--- config.mk ---
export PLATFORM = sky130hd
export DESIGN_NAME = gpib_status_poll_trigger_unit
export DESIGN_NICKNAME = d
export VERILOG_FILES = /design/src/rtl/status_poll_pkg.sv /design/src/rtl/gpib_status_poll_trigger_unit.sv /design/src/rtl/self_test_timer.sv /design/src/rtl/sync2.sv
export SDC_FILE = /design/constraint.sdc
export NUM_CORES = 1
export LEC_CHECK = 0
export ABC_CLOCK_PERIOD_IN_PS = 2300
export BUFFER_PORTS_ARGS = -buffer_cell sky130_fd_sc_hd__buf_2
export CORE_AREA = 2 2 120 75
export CTS_CLUSTER_DIAMETER = 200
export DETAILED_ROUTE_END_ITERATION = 10
export DIE_AREA = 0 0 122 77
export GPL_TIMING_DRIVEN = 0
export PLACE_DENSITY = 0.74
export SLEW_MARGIN = 20
export SYNTH_ARGS = -nofsm -noshare
export SYNTH_HDL_FRONTEND = slang
export SYNTH_SLANG_ARGS = --single-unit
--- constraint.sdc ---
create_clock -name i_clk_sys -period 2.3 [get_ports i_clk_sys]
set_input_delay 0 -clock i_clk_sys [delete_from_list [all_inputs] [get_ports i_clk_sys]]
set_output_delay 0 -clock i_clk_sys [all_outputs]
set_load 0.03 [all_outputs]
--- src/rtl/status_poll_pkg.sv ---
// package of constants and types for the status, poll and trigger unit
package status_poll_pkg;

	// status byte bit positions
	localparam int unsigned DEV_DEP_BIT  = 1;
	localparam int unsigned QUEUE_BIT    = 2;
	localparam int unsigned QUEST_BIT    = 3;
	localparam int unsigned MSG_AVL_BIT  = 4;
	localparam int unsigned EVENT_BIT    = 5;
	localparam int unsigned SUMMARY_BIT  = 6;
	localparam int unsigned OPER_BIT     = 7;

	// mask reset value and kept bits
	localparam logic [7:0] MASK_RESET    = 8'h00;
	localparam logic [7:0] MASK_KEEP     = 8'hbf;

	// parallel poll byte layouts
	localparam logic [3:0] PPE_TOP       = 4'h6;
	localparam logic [7:0] PPD_BYTE      = 8'h70;

	// error code for an ignored trigger
	localparam logic signed [15:0] ERR_TRIG_IGNORED = -16'sd211;

	// self test duration and its cycle count at 100 MHz
	localparam longint unsigned SELFTEST_SEC     = 100;
	localparam longint unsigned CLK_HZ           = 100_000_000;
	localparam longint unsigned SELFTEST_CYCLES  = SELFTEST_SEC * CLK_HZ;
	localparam int unsigned     SELFTEST_W       = 34;

	// self test result characters for the output queue
	localparam logic [7:0] TST_PASS_CHAR = 8'h30;
	localparam logic [7:0] TST_FAIL_CHAR = 8'h31;

	// command codes from the command parser
	typedef enum logic [3:0] {
		CMD_NONE,
		CMD_SRE_SET,
		CMD_SRE_QRY,
		CMD_STB_QRY,
		CMD_TRG,
		CMD_TST_QRY,
		CMD_WAI
	} cmd_type;

	// trigger source settings
	typedef enum logic [1:0] {
		SRC_IMMEDIATE,
		SRC_BUS,
		SRC_EXTERNAL,
		SRC_INTERNAL
	} trig_src_type;

	// local/remote states
	typedef enum logic [1:0] {
		LOC_STATE,
		REM_STATE,
		LWLS_STATE,
		RWLS_STATE
	} rl_state_type;

endpackage

--- src/rtl/gpib_status_poll_trigger_unit.sv ---
// status byte, service request, trigger, clear, remote/local and poll logic
`timescale 1ns/1ps
module gpib_status_poll_trigger_unit
	import status_poll_pkg::*;
#(
	parameter logic [SELFTEST_W-1:0] SELFTEST_LEN = SELFTEST_W'(SELFTEST_CYCLES)
) (
	input  wire logic        i_clk_sys,
	input  wire logic        i_rstn,
	// commands from the parser
	input  wire logic        i_cmd_valid,
	input  wire cmd_type     i_cmd,
	input  wire logic [7:0]  i_cmd_data,
	output logic             o_cmd_ready,
	// bus messages from the interface layer
	input  wire logic        i_bus_get,
	input  wire logic        i_bus_dcl,
	input  wire logic        i_bus_sdc,
	input  wire logic        i_bus_gtl,
	input  wire logic        i_bus_llo,
	input  wire logic        i_bus_ren,
	input  wire logic        i_bus_ppc,
	input  wire logic        i_bus_ppu,
	input  wire logic        i_bus_sec_valid,
	input  wire logic [7:0]  i_bus_sec_byte,
	input  wire logic        i_bus_spe,
	input  wire logic        i_bus_spd,
	input  wire logic        i_listen_addr,
	input  wire logic        i_ppoll,
	// status sources
	input  wire logic        i_dev_dep,
	input  wire logic        i_err_queue_nonempty,
	input  wire logic        i_quest_sum,
	input  wire logic        i_out_msg_ready,
	input  wire logic        i_event_sum,
	input  wire logic        i_oper_sum,
	input  wire logic        i_ops_pending,
	input  wire trig_src_type i_trig_src,
	input  wire logic        i_chan_waiting,
	input  wire logic        i_selftest_fail,
	input  wire logic        i_local_key,
	// answers
	output logic             o_resp_valid,
	output logic [7:0]       o_resp_data,
	output logic             o_err_valid,
	output logic [15:0]      o_err_code,
	output logic             o_trigger,
	output logic             o_set_free_run,
	output logic             o_clear,
	output logic             o_remote,
	output logic             o_lockout,
	output logic             o_srq,
	output logic [7:0]       o_ppoll_dio,
	output logic             o_spoll_mode,
	output logic [7:0]       o_spoll_byte
);
	logic [7:0]   service_request_mask_ff;
	logic [7:0]   summary_status_byte;
	logic         master_summary_flag;
	logic         wait_hold_ff;
	logic         ppc_armed_ff;
	logic         pp_enabled_ff;
	logic         pp_sense_ff;
	logic [2:0]   pp_line_ff;
	rl_state_type rl_ff;
	logic         local_key_s;
	logic         dev_clear;
	logic         cmd_take;
	logic         st_busy;
	logic         st_done;
	logic         st_failed;
	logic         st_start;
	logic         trg_any;
	logic         trg_ok;

	// pin input from the front panel passes two flops
	sync2 u_key_sync (
		.i_clk_sys (i_clk_sys),
		.i_rstn    (i_rstn),
		.i_async   (i_local_key),
		.o_sync    (local_key_s)
	);

	// status byte assembly and summary flag
	always_comb begin
		summary_status_byte              = 8'h00;
		summary_status_byte[DEV_DEP_BIT] = i_dev_dep;
		summary_status_byte[QUEUE_BIT]   = i_err_queue_nonempty;
		summary_status_byte[QUEST_BIT]   = i_quest_sum;
		summary_status_byte[MSG_AVL_BIT] = i_out_msg_ready;
		summary_status_byte[EVENT_BIT]   = i_event_sum;
		summary_status_byte[OPER_BIT]    = i_oper_sum;
		master_summary_flag = |(summary_status_byte & service_request_mask_ff & MASK_KEEP);
		summary_status_byte[SUMMARY_BIT] = master_summary_flag;
	end

	// device clear: universal, or selected only when listening
	assign dev_clear = i_bus_dcl || (i_bus_sdc && i_listen_addr);

	// commands are refused while a wait or a self test holds the parser
	assign o_cmd_ready = !wait_hold_ff && !st_busy && !dev_clear;
	assign cmd_take    = i_cmd_valid && o_cmd_ready;
	assign st_start    = cmd_take && (i_cmd == CMD_TST_QRY);

	// trigger from either command or bus message behaves the same
	assign trg_any = (cmd_take && i_cmd == CMD_TRG) || i_bus_get;
	assign trg_ok  = (i_trig_src == SRC_BUS) && i_chan_waiting;

	// self test timer
	self_test_timer #(
		.CYCLES (SELFTEST_LEN)
	) u_selftest (
		.i_clk_sys (i_clk_sys),
		.i_rstn    (i_rstn),
		.i_start   (st_start),
		.i_abort   (dev_clear),
		.i_fail    (i_selftest_fail),
		.o_busy    (st_busy),
		.o_done    (st_done),
		.o_failed  (st_failed)
	);

	// service request mask register
	always_ff @(posedge i_clk_sys) begin
		if (!i_rstn)
			service_request_mask_ff <= MASK_RESET;
		else if (cmd_take && i_cmd == CMD_SRE_SET)
			service_request_mask_ff <= i_cmd_data & MASK_KEEP;
	end

	// wait hold-off: set by wait command, ended by completion or clear
	always_ff @(posedge i_clk_sys) begin
		if (!i_rstn)
			wait_hold_ff <= 1'b0;
		else if (dev_clear)
			wait_hold_ff <= 1'b0;
		else if (wait_hold_ff && !i_ops_pending)
			wait_hold_ff <= 1'b0;
		else if (cmd_take && i_cmd == CMD_WAI)
			wait_hold_ff <= i_ops_pending;
	end

	// query answers into the output queue
	always_ff @(posedge i_clk_sys) begin
		if (!i_rstn) begin
			o_resp_valid <= 1'b0;
			o_resp_data  <= 8'h00;
		end else begin
			o_resp_valid <= 1'b0;
			if (dev_clear) begin
				o_resp_data <= 8'h00;
			end else if (st_done) begin
				o_resp_valid <= 1'b1;
				o_resp_data  <= st_failed ? TST_FAIL_CHAR : TST_PASS_CHAR;
			end else if (cmd_take && i_cmd == CMD_SRE_QRY) begin
				o_resp_valid <= 1'b1;
				o_resp_data  <= service_request_mask_ff & MASK_KEEP;
			end else if (cmd_take && i_cmd == CMD_STB_QRY) begin
				o_resp_valid <= 1'b1;
				o_resp_data  <= summary_status_byte;
			end
		end
	end

	// trigger outcome and error report
	always_ff @(posedge i_clk_sys) begin
		if (!i_rstn) begin
			o_trigger   <= 1'b0;
			o_err_valid <= 1'b0;
			o_err_code  <= 16'h0000;
		end else begin
			o_trigger   <= trg_any && trg_ok;
			o_err_valid <= trg_any && !trg_ok;
			if (trg_any && !trg_ok)
				o_err_code <= ERR_TRIG_IGNORED;
		end
	end

	// clear pulse towards parser and output buffer
	always_ff @(posedge i_clk_sys) begin
		if (!i_rstn)
			o_clear <= 1'b0;
		else
			o_clear <= dev_clear;
	end

	// remote/local with lockout
	always_ff @(posedge i_clk_sys) begin
		if (!i_rstn) begin
			rl_ff          <= LOC_STATE;
			o_set_free_run <= 1'b0;
		end else begin
			o_set_free_run <= 1'b0;
			if (!i_bus_ren) begin
				rl_ff <= LOC_STATE;
			end else if (i_bus_gtl) begin
				o_set_free_run <= 1'b1;
				rl_ff <= (rl_ff == RWLS_STATE || rl_ff == LWLS_STATE) ?
					LWLS_STATE : LOC_STATE;
			end else if (i_bus_llo) begin
				rl_ff <= (rl_ff == REM_STATE || rl_ff == RWLS_STATE) ?
					RWLS_STATE : LWLS_STATE;
			end else begin
				unique case (rl_ff)
					LOC_STATE: begin
						if (i_listen_addr)
							rl_ff <= REM_STATE;
					end
					REM_STATE: begin
						if (local_key_s) begin
							rl_ff          <= LOC_STATE;       // key honoured without lockout
							o_set_free_run <= 1'b1;
						end
					end
					LWLS_STATE: begin
						if (i_listen_addr)
							rl_ff <= RWLS_STATE;
					end
					RWLS_STATE: begin
						rl_ff <= RWLS_STATE;
					end
				endcase
			end
		end
	end

	// remote and lockout outputs from state
	always_ff @(posedge i_clk_sys) begin
		if (!i_rstn) begin
			o_remote  <= 1'b0;
			o_lockout <= 1'b0;
		end else begin
			o_remote  <= (rl_ff == REM_STATE) || (rl_ff == RWLS_STATE);
			o_lockout <= (rl_ff == LWLS_STATE) || (rl_ff == RWLS_STATE);
		end
	end

	// parallel poll configuration
	always_ff @(posedge i_clk_sys) begin
		if (!i_rstn) begin
			ppc_armed_ff  <= 1'b0;
			pp_enabled_ff <= 1'b0;
			pp_sense_ff   <= 1'b0;
			pp_line_ff    <= 3'h0;
		end else if (i_bus_ppu) begin
			ppc_armed_ff  <= 1'b0;
			pp_enabled_ff <= 1'b0;
		end else if (i_bus_ppc && i_listen_addr) begin
			ppc_armed_ff <= 1'b1;
		end else if (ppc_armed_ff && i_bus_sec_valid) begin
			ppc_armed_ff <= 1'b0;
			if (i_bus_sec_byte[7:4] == PPE_TOP) begin
				pp_enabled_ff <= 1'b1;
				pp_sense_ff   <= i_bus_sec_byte[3];
				pp_line_ff    <= i_bus_sec_byte[2:0];
			end else if (i_bus_sec_byte == PPD_BYTE) begin
				pp_enabled_ff <= 1'b0;
			end
		end
	end

	// parallel poll response: drive the chosen line while the summary flag equals the sense level
	always_ff @(posedge i_clk_sys) begin
		if (!i_rstn)
			o_ppoll_dio <= 8'h00;
		else if (i_ppoll && pp_enabled_ff && (master_summary_flag == pp_sense_ff))
			o_ppoll_dio <= 8'h01 << pp_line_ff;
		else
			o_ppoll_dio <= 8'h00;
	end

	// serial poll mode and service request line
	always_ff @(posedge i_clk_sys) begin
		if (!i_rstn) begin
			o_spoll_mode <= 1'b0;
			o_spoll_byte <= 8'h00;
			o_srq        <= 1'b0;
		end else begin
			if (i_bus_spe)
				o_spoll_mode <= 1'b1;
			else if (i_bus_spd)
				o_spoll_mode <= 1'b0;
			o_spoll_byte <= summary_status_byte;
			o_srq        <= master_summary_flag;
		end
	end
endmodule

--- src/rtl/self_test_timer.sv ---
// self test duration timer with pass/fail result latch
`timescale 1ns/1ps
module self_test_timer
	import status_poll_pkg::*;
#(
	parameter logic [SELFTEST_W-1:0] CYCLES = SELFTEST_W'(SELFTEST_CYCLES)
) (
	input  wire logic i_clk_sys,
	input  wire logic i_rstn,
	input  wire logic i_start,
	input  wire logic i_abort,
	input  wire logic i_fail,
	output logic      o_busy,
	output logic      o_done,
	output logic      o_failed
);
	logic [SELFTEST_W-1:0] cnt_ff;

	// count down the test time, report once at the end
	always_ff @(posedge i_clk_sys) begin
		if (!i_rstn || i_abort) begin
			cnt_ff   <= '0;
			o_busy   <= 1'b0;
			o_done   <= 1'b0;
			o_failed <= 1'b0;
		end else begin
			o_done <= 1'b0;
			if (i_start && !o_busy) begin
				cnt_ff   <= CYCLES - SELFTEST_W'(1);
				o_busy   <= 1'b1;
				o_failed <= 1'b0;
			end else if (o_busy) begin
				if (i_fail)
					o_failed <= 1'b1;
				if (cnt_ff == '0) begin
					o_busy <= 1'b0;
					o_done <= 1'b1;
				end else begin
					cnt_ff <= cnt_ff - SELFTEST_W'(1);
				end
			end
		end
	end
endmodule

--- src/rtl/sync2.sv ---
// two-flop synchroniser for one asynchronous level
`timescale 1ns/1ps
module sync2 (
	input  wire logic i_clk_sys,
	input  wire logic i_rstn,
	input  wire logic i_async,
	output logic      o_sync
);
	logic meta_ff;

	// first flop feeds only the second
	always_ff @(posedge i_clk_sys) begin
		if (!i_rstn) begin
			meta_ff <= 1'b0;
			o_sync  <= 1'b0;
		end else begin
			meta_ff <= i_async;
			o_sync  <= meta_ff;
		end
	end
endmodule
After elaboration in Yosys (flattened, before gate mapping)
Index checks and enable logic that the tools add are counted.

word-level totals
  bits in registers = 89
  input port bits = 48
  word-level logic and storage cells = 136

cells by class
  add/subtract/negate cells = 1
  equal/unequal tests = 17
  shift operators = 1
  mux-type cells = 32
  bitwise logic cells = 6
  reduce and logical (&&, ||, !) cells = 51

operators by type and width
  kind                                                                   count
  34-bit two-way mux                                                     3
  34-bit zero test                                                       1
  34-bit by 1-bit subtractor with 34-bit output (second input constant)  1
  8-bit two-way mux                                                      3
  1-bit logical AND                                                      19
  1-bit two-way mux                                                      19
  4-bit by 3-bit == test with 1-bit output (second input constant)       4
  2-bit two-way mux                                                      6
  2-bit AND reduction                                                    5
  8-bit AND                                                              1
  4-bit by 2-bit == test with 1-bit output (second input constant)       2
  8-bit by 7-bit == test with 1-bit output (second input constant)       1
  4-bit inequality test (second input constant)                          2
  2-bit one-hot mux with 4 select lines                                  1
  2-bit nonzero test                                                     4
  1-bit by 3-bit << shifter with 8-bit output (first input constant)     1
  7-bit OR reduction                                                     1
  1-bit zero test                                                        6
  3-bit AND reduction                                                    2
  2-bit OR reduction                                                     3
  3-bit OR reduction                                                     2
  1-bit logical OR                                                       5
  1-bit inverter                                                         5
  2-bit by 1-bit == test with 1-bit output (second input constant)       2
  other kinds (8)                                                        9

Depth between registers and ports, before layout
  depth after elaboration = 9
  gate-level depth with buffers = 9
  depth with buffers taken out = 7

Hierarchy
A second synthesis with hierarchy kept.

second synthesis, totals
  cell total of the unflattened synthesis = 436
  area, all modules = 3,988.8 sq um

modules (own cells, without submodules)
  module                         times used  cells each  area each (sq um)  sequential area each (sq um)
  gpib_status_poll_trigger_unit  1           224         2,118.3            960.9
  self_test_timer                1           208         1,818.0            740.7
  sync2                          1           4           52.6               40.0

Least setup slack after synthesis
No wires, ideal clock.

  kind = reg-to-reg
  start point = register u_selftest.cnt_ff[17]
  end point = register u_selftest.cnt_ff[33]
  library setup time = 0.074 ns
  arrival time = 2.304 ns
  data required time = 2.226 ns
  setup slack = -0.078 ns
  stages on the path, launching flop included = 7
  path buffers = 1
  cells stage by stage = dfxtp_1 -> or4_1 -> buf_2 -> or4_4 -> or3_1 -> or3_1 -> a31oi_1

on the way
  cells in the longest elaborated chain, start to end = 4
  elaborated cells on any way between the ends = 7

RTL lines
  item                                           RTL line               source
  from (decl)                                    self_test_timer.sv:17  logic [SELFTEST_W-1:0] cnt_ff;
  from (signal assigned)                         self_test_timer.sv:29  cnt_ff <= CYCLES - SELFTEST_W'(1);
  from (signal assigned)                         self_test_timer.sv:39  cnt_ff <= cnt_ff - SELFTEST_W'(1);
  34-bit by 1-bit subtractor with 34-bit output  self_test_timer.sv:39
  34-bit two-way mux                             self_test_timer.sv:35  if (cnt_ff == '0) begin
  34-bit two-way mux                             self_test_timer.sv:32  end else if (o_busy) begin
  34-bit two-way mux                             self_test_timer.sv:28  if (i_start && !o_busy) begin

Several ways; a longest one is shown, not always the timed one. The select of a mux whose other input is x is not followed.
A chain may end at the register's enable or synchronous reset.

Final worst setup path
  start point = register u_selftest.cnt_ff[27]
  end point = register u_selftest.cnt_ff[33]

Same word-level chain as after synthesis.

==> metrics <==
Final WS setup=0.0306 ns; clk slew on worst S/H paths=0.06 ns; ANT cells=0; worst endpoint required time=2.57 ns; Core Area=8300 um2; layout cell share with drive strength beyond 1=0.312; Placement Setup Slack=-0.411 ns; Seq/Total Area, Yosys=0.459; RSZ-0062 raised after global routing=yes; # fillers=660; Yosys warning count=0; max-cap viol count=0; outcome=completed; initial DRC count=247; critical path class=reg -> reg; WP data arrival=2.54 ns; Ports=98; DR pass1 iterations=6; FFs w/ async S/R, synth=0; Die Wd=122 um; commonest non-fill, non-tap cell in the layout=buf_2; Routed wire per std cell=15.5 um; slowest library cell on the worst path=or4_4; HP Class=in -> reg; total track usage=0.237; Hold WS=0.0762 ns; antenna-violating nets left=0; Post-Syn Area per Cell=9.12 um2; Clock Tree Buf Depth=2; Port Buf Inserts=91; CTS tree=yes; Worst-Skew Late Latency=0.35 ns; cells after synthesis=416; number of synthesized register bits=87; predominant post-synthesis flop cell=dfxtp_1; Worst-Margin Slew=0.763 ns; crit path time final=2.27 ns; Pleak=2.30 nW; crit-path max cell delay=0.55 ns; chip height=77 um; Peak Freq=441 MHz; most frequent cells in the layout=buf_2, dfxtp_1, dlygate4sd3_1, buf_4, nor2_1; placed wire-length estimate=7170 um; largest net degree at the start of global routing=16; final setup TNS=0 ns; Setup Skew=0.00660 ns; initial core utilization=0.457; clock sink count=87; Worst Path Buf+Inv=0; most frequent CP cell=or4_4; Post-layout nets=622; clk root buf=clkbuf_16; Final Slew Violations=0; CTS Buf Count=9; crit path max fanout=4; Post-synth EDFFs=0; area grow syn2layout=41.4%; r2r setup slk=0.03 ns; CP Cell Sequence=or4_4, or4_4, or3_4, or3_1, a31oi_1; Mapped Area=3790 um2; Max VDD drop=0.392 mV; Die ar.=9390 um2; DR vias=3749; final setup violation count=0; Max-slew headroom=0.489; post-synthesis cell type count=56; first-pass GRT wire length=17500 um; vias in the first global route=3651; DRC viols=0; vias per cell=5.44; # rows=26; H-tree Lvls=3; initial antenna violation count=0; total gr overflow=0; Critical Path Start Type=flip-flop; placer congestion estimate=0.860; WL final=10700 um; Final Hold Vio Count=0; crit end category=flip-flop; Final period util=0.987; power density cells=644 nW/um2; critical path's top delay family=simple AND/OR/NAND/NOR gates
per-stage QoR:
stage                      util  total power [mW]  cells  area (um2)
after detailed placement  0.532              1.86    623        4410
after floorplan               -              1.75    420        3820
after global placement    0.532              1.85    623        4410
after global routing      0.647              3.57    689        5370
final                     0.647              3.46    689        5370
after CTS                 0.629              3.46    680        5220
cells in the mapped netlist, types with 14 or more instances:
| cell type | count | area share |
|---|---|---|
| buf_4 | 17 | 0.034 |
| or4_1 | 14 | 0.028 |
| o21ai_0 | 15 | 0.020 |
| nor2b_1 | 15 | 0.025 |
| or3_1 | 16 | 0.026 |
| mux2i_1 | 17 | 0.045 |
| a21oi_1 | 29 | 0.038 |
| nor2_1 | 30 | 0.030 |
| dfxtp_1 | 87 | 0.46 |
| nand2_1 | 14 | 0.014 |
| clkbuf_1 | 14 | 0.014 |
flip-flops by register name (all words and copies together) (netlist names), 2 cells and up:
name                     cells
o_ppoll_dio                  8
o_resp_data                  8
o_spoll_byte                 7
pp_line_ff                   3
rl_ff                        2
service_request_mask_ff      7
u_selftest.cnt_ff           34
cell type report:
cell class	instances	area, um2	share of cell area
inverters	10	37.5	0.00700
plain buffers	31	199	0.0371
clock buffers	9	225	0.0420
clock inverters	6	93.8	0.0175
well taps	112	140	0.0261
repair buffers	145	962	0.179
flip-flops and latches	87	1750	0.326
multi-input cells	289	1960	0.365
kinds of logic (layout without fill, tap and decap cells):
kind of cell,Yosys count,count (layout),share of synthesized area
and+or+nand+nor,165,165,0.254
AOI/OAI and AO/OA,95,95,0.163
DFF,87,87,0.459
buffers and inverters,44,201,0.0610
muxes,17,17,0.0448
xor gates and xnor gates,6,6,0.0138
adders and majority gates,1,1,0.00330
other,1,5,0.000988
worst min-delay path, cell delays in order:
cell and delay, ns:
buf_2 0.07, o21ai_0 0.11, nor2_1 0.18
routing by layer:
metal | vias to the layer above | GRT usage | routed length, um
met5 | - | 0 | 0
met4 | 0 | 0.0701 | 138
met3 | 25 | 0.0677 | 712
met2 | 124 | 0.377 | 4900
met1 | 1767 | 0.313 | 4940
li1 | 1833 | - | -
where the power goes:
part | switching, mW | internal [mW] | leakage (nW)
sequential | 0.0131 | 1.52 | 0.708
clock | 0.619 | 0.955 | 0.153
combinational | 0.191 | 0.155 | 1.44
timing repair:
item / in CTS / in global routing
cloned: 0 / 0
endpoints found under the hold margin: 29 / 0
buffers inserted: 5 / 10
setup endpoints to repair: 40 / 40
resized for setup: 17 / 26
hold buffers: 39 / 0
pin swaps: 8 / 11
final timing paths:
kind / startpoint / end / cells after the start
worst max-delay path: u_selftest.cnt_ff[27] / u_selftest.cnt_ff[33] / 5
worst min-delay path: i_bus_get / o_err_valid / 3
worst max register to register: u_selftest.cnt_ff[27] / u_selftest.cnt_ff[33] / 5
worst min register to register: u_selftest.o_failed / o_resp_data[0] / 2
Power figures use the tool's default switching activity.
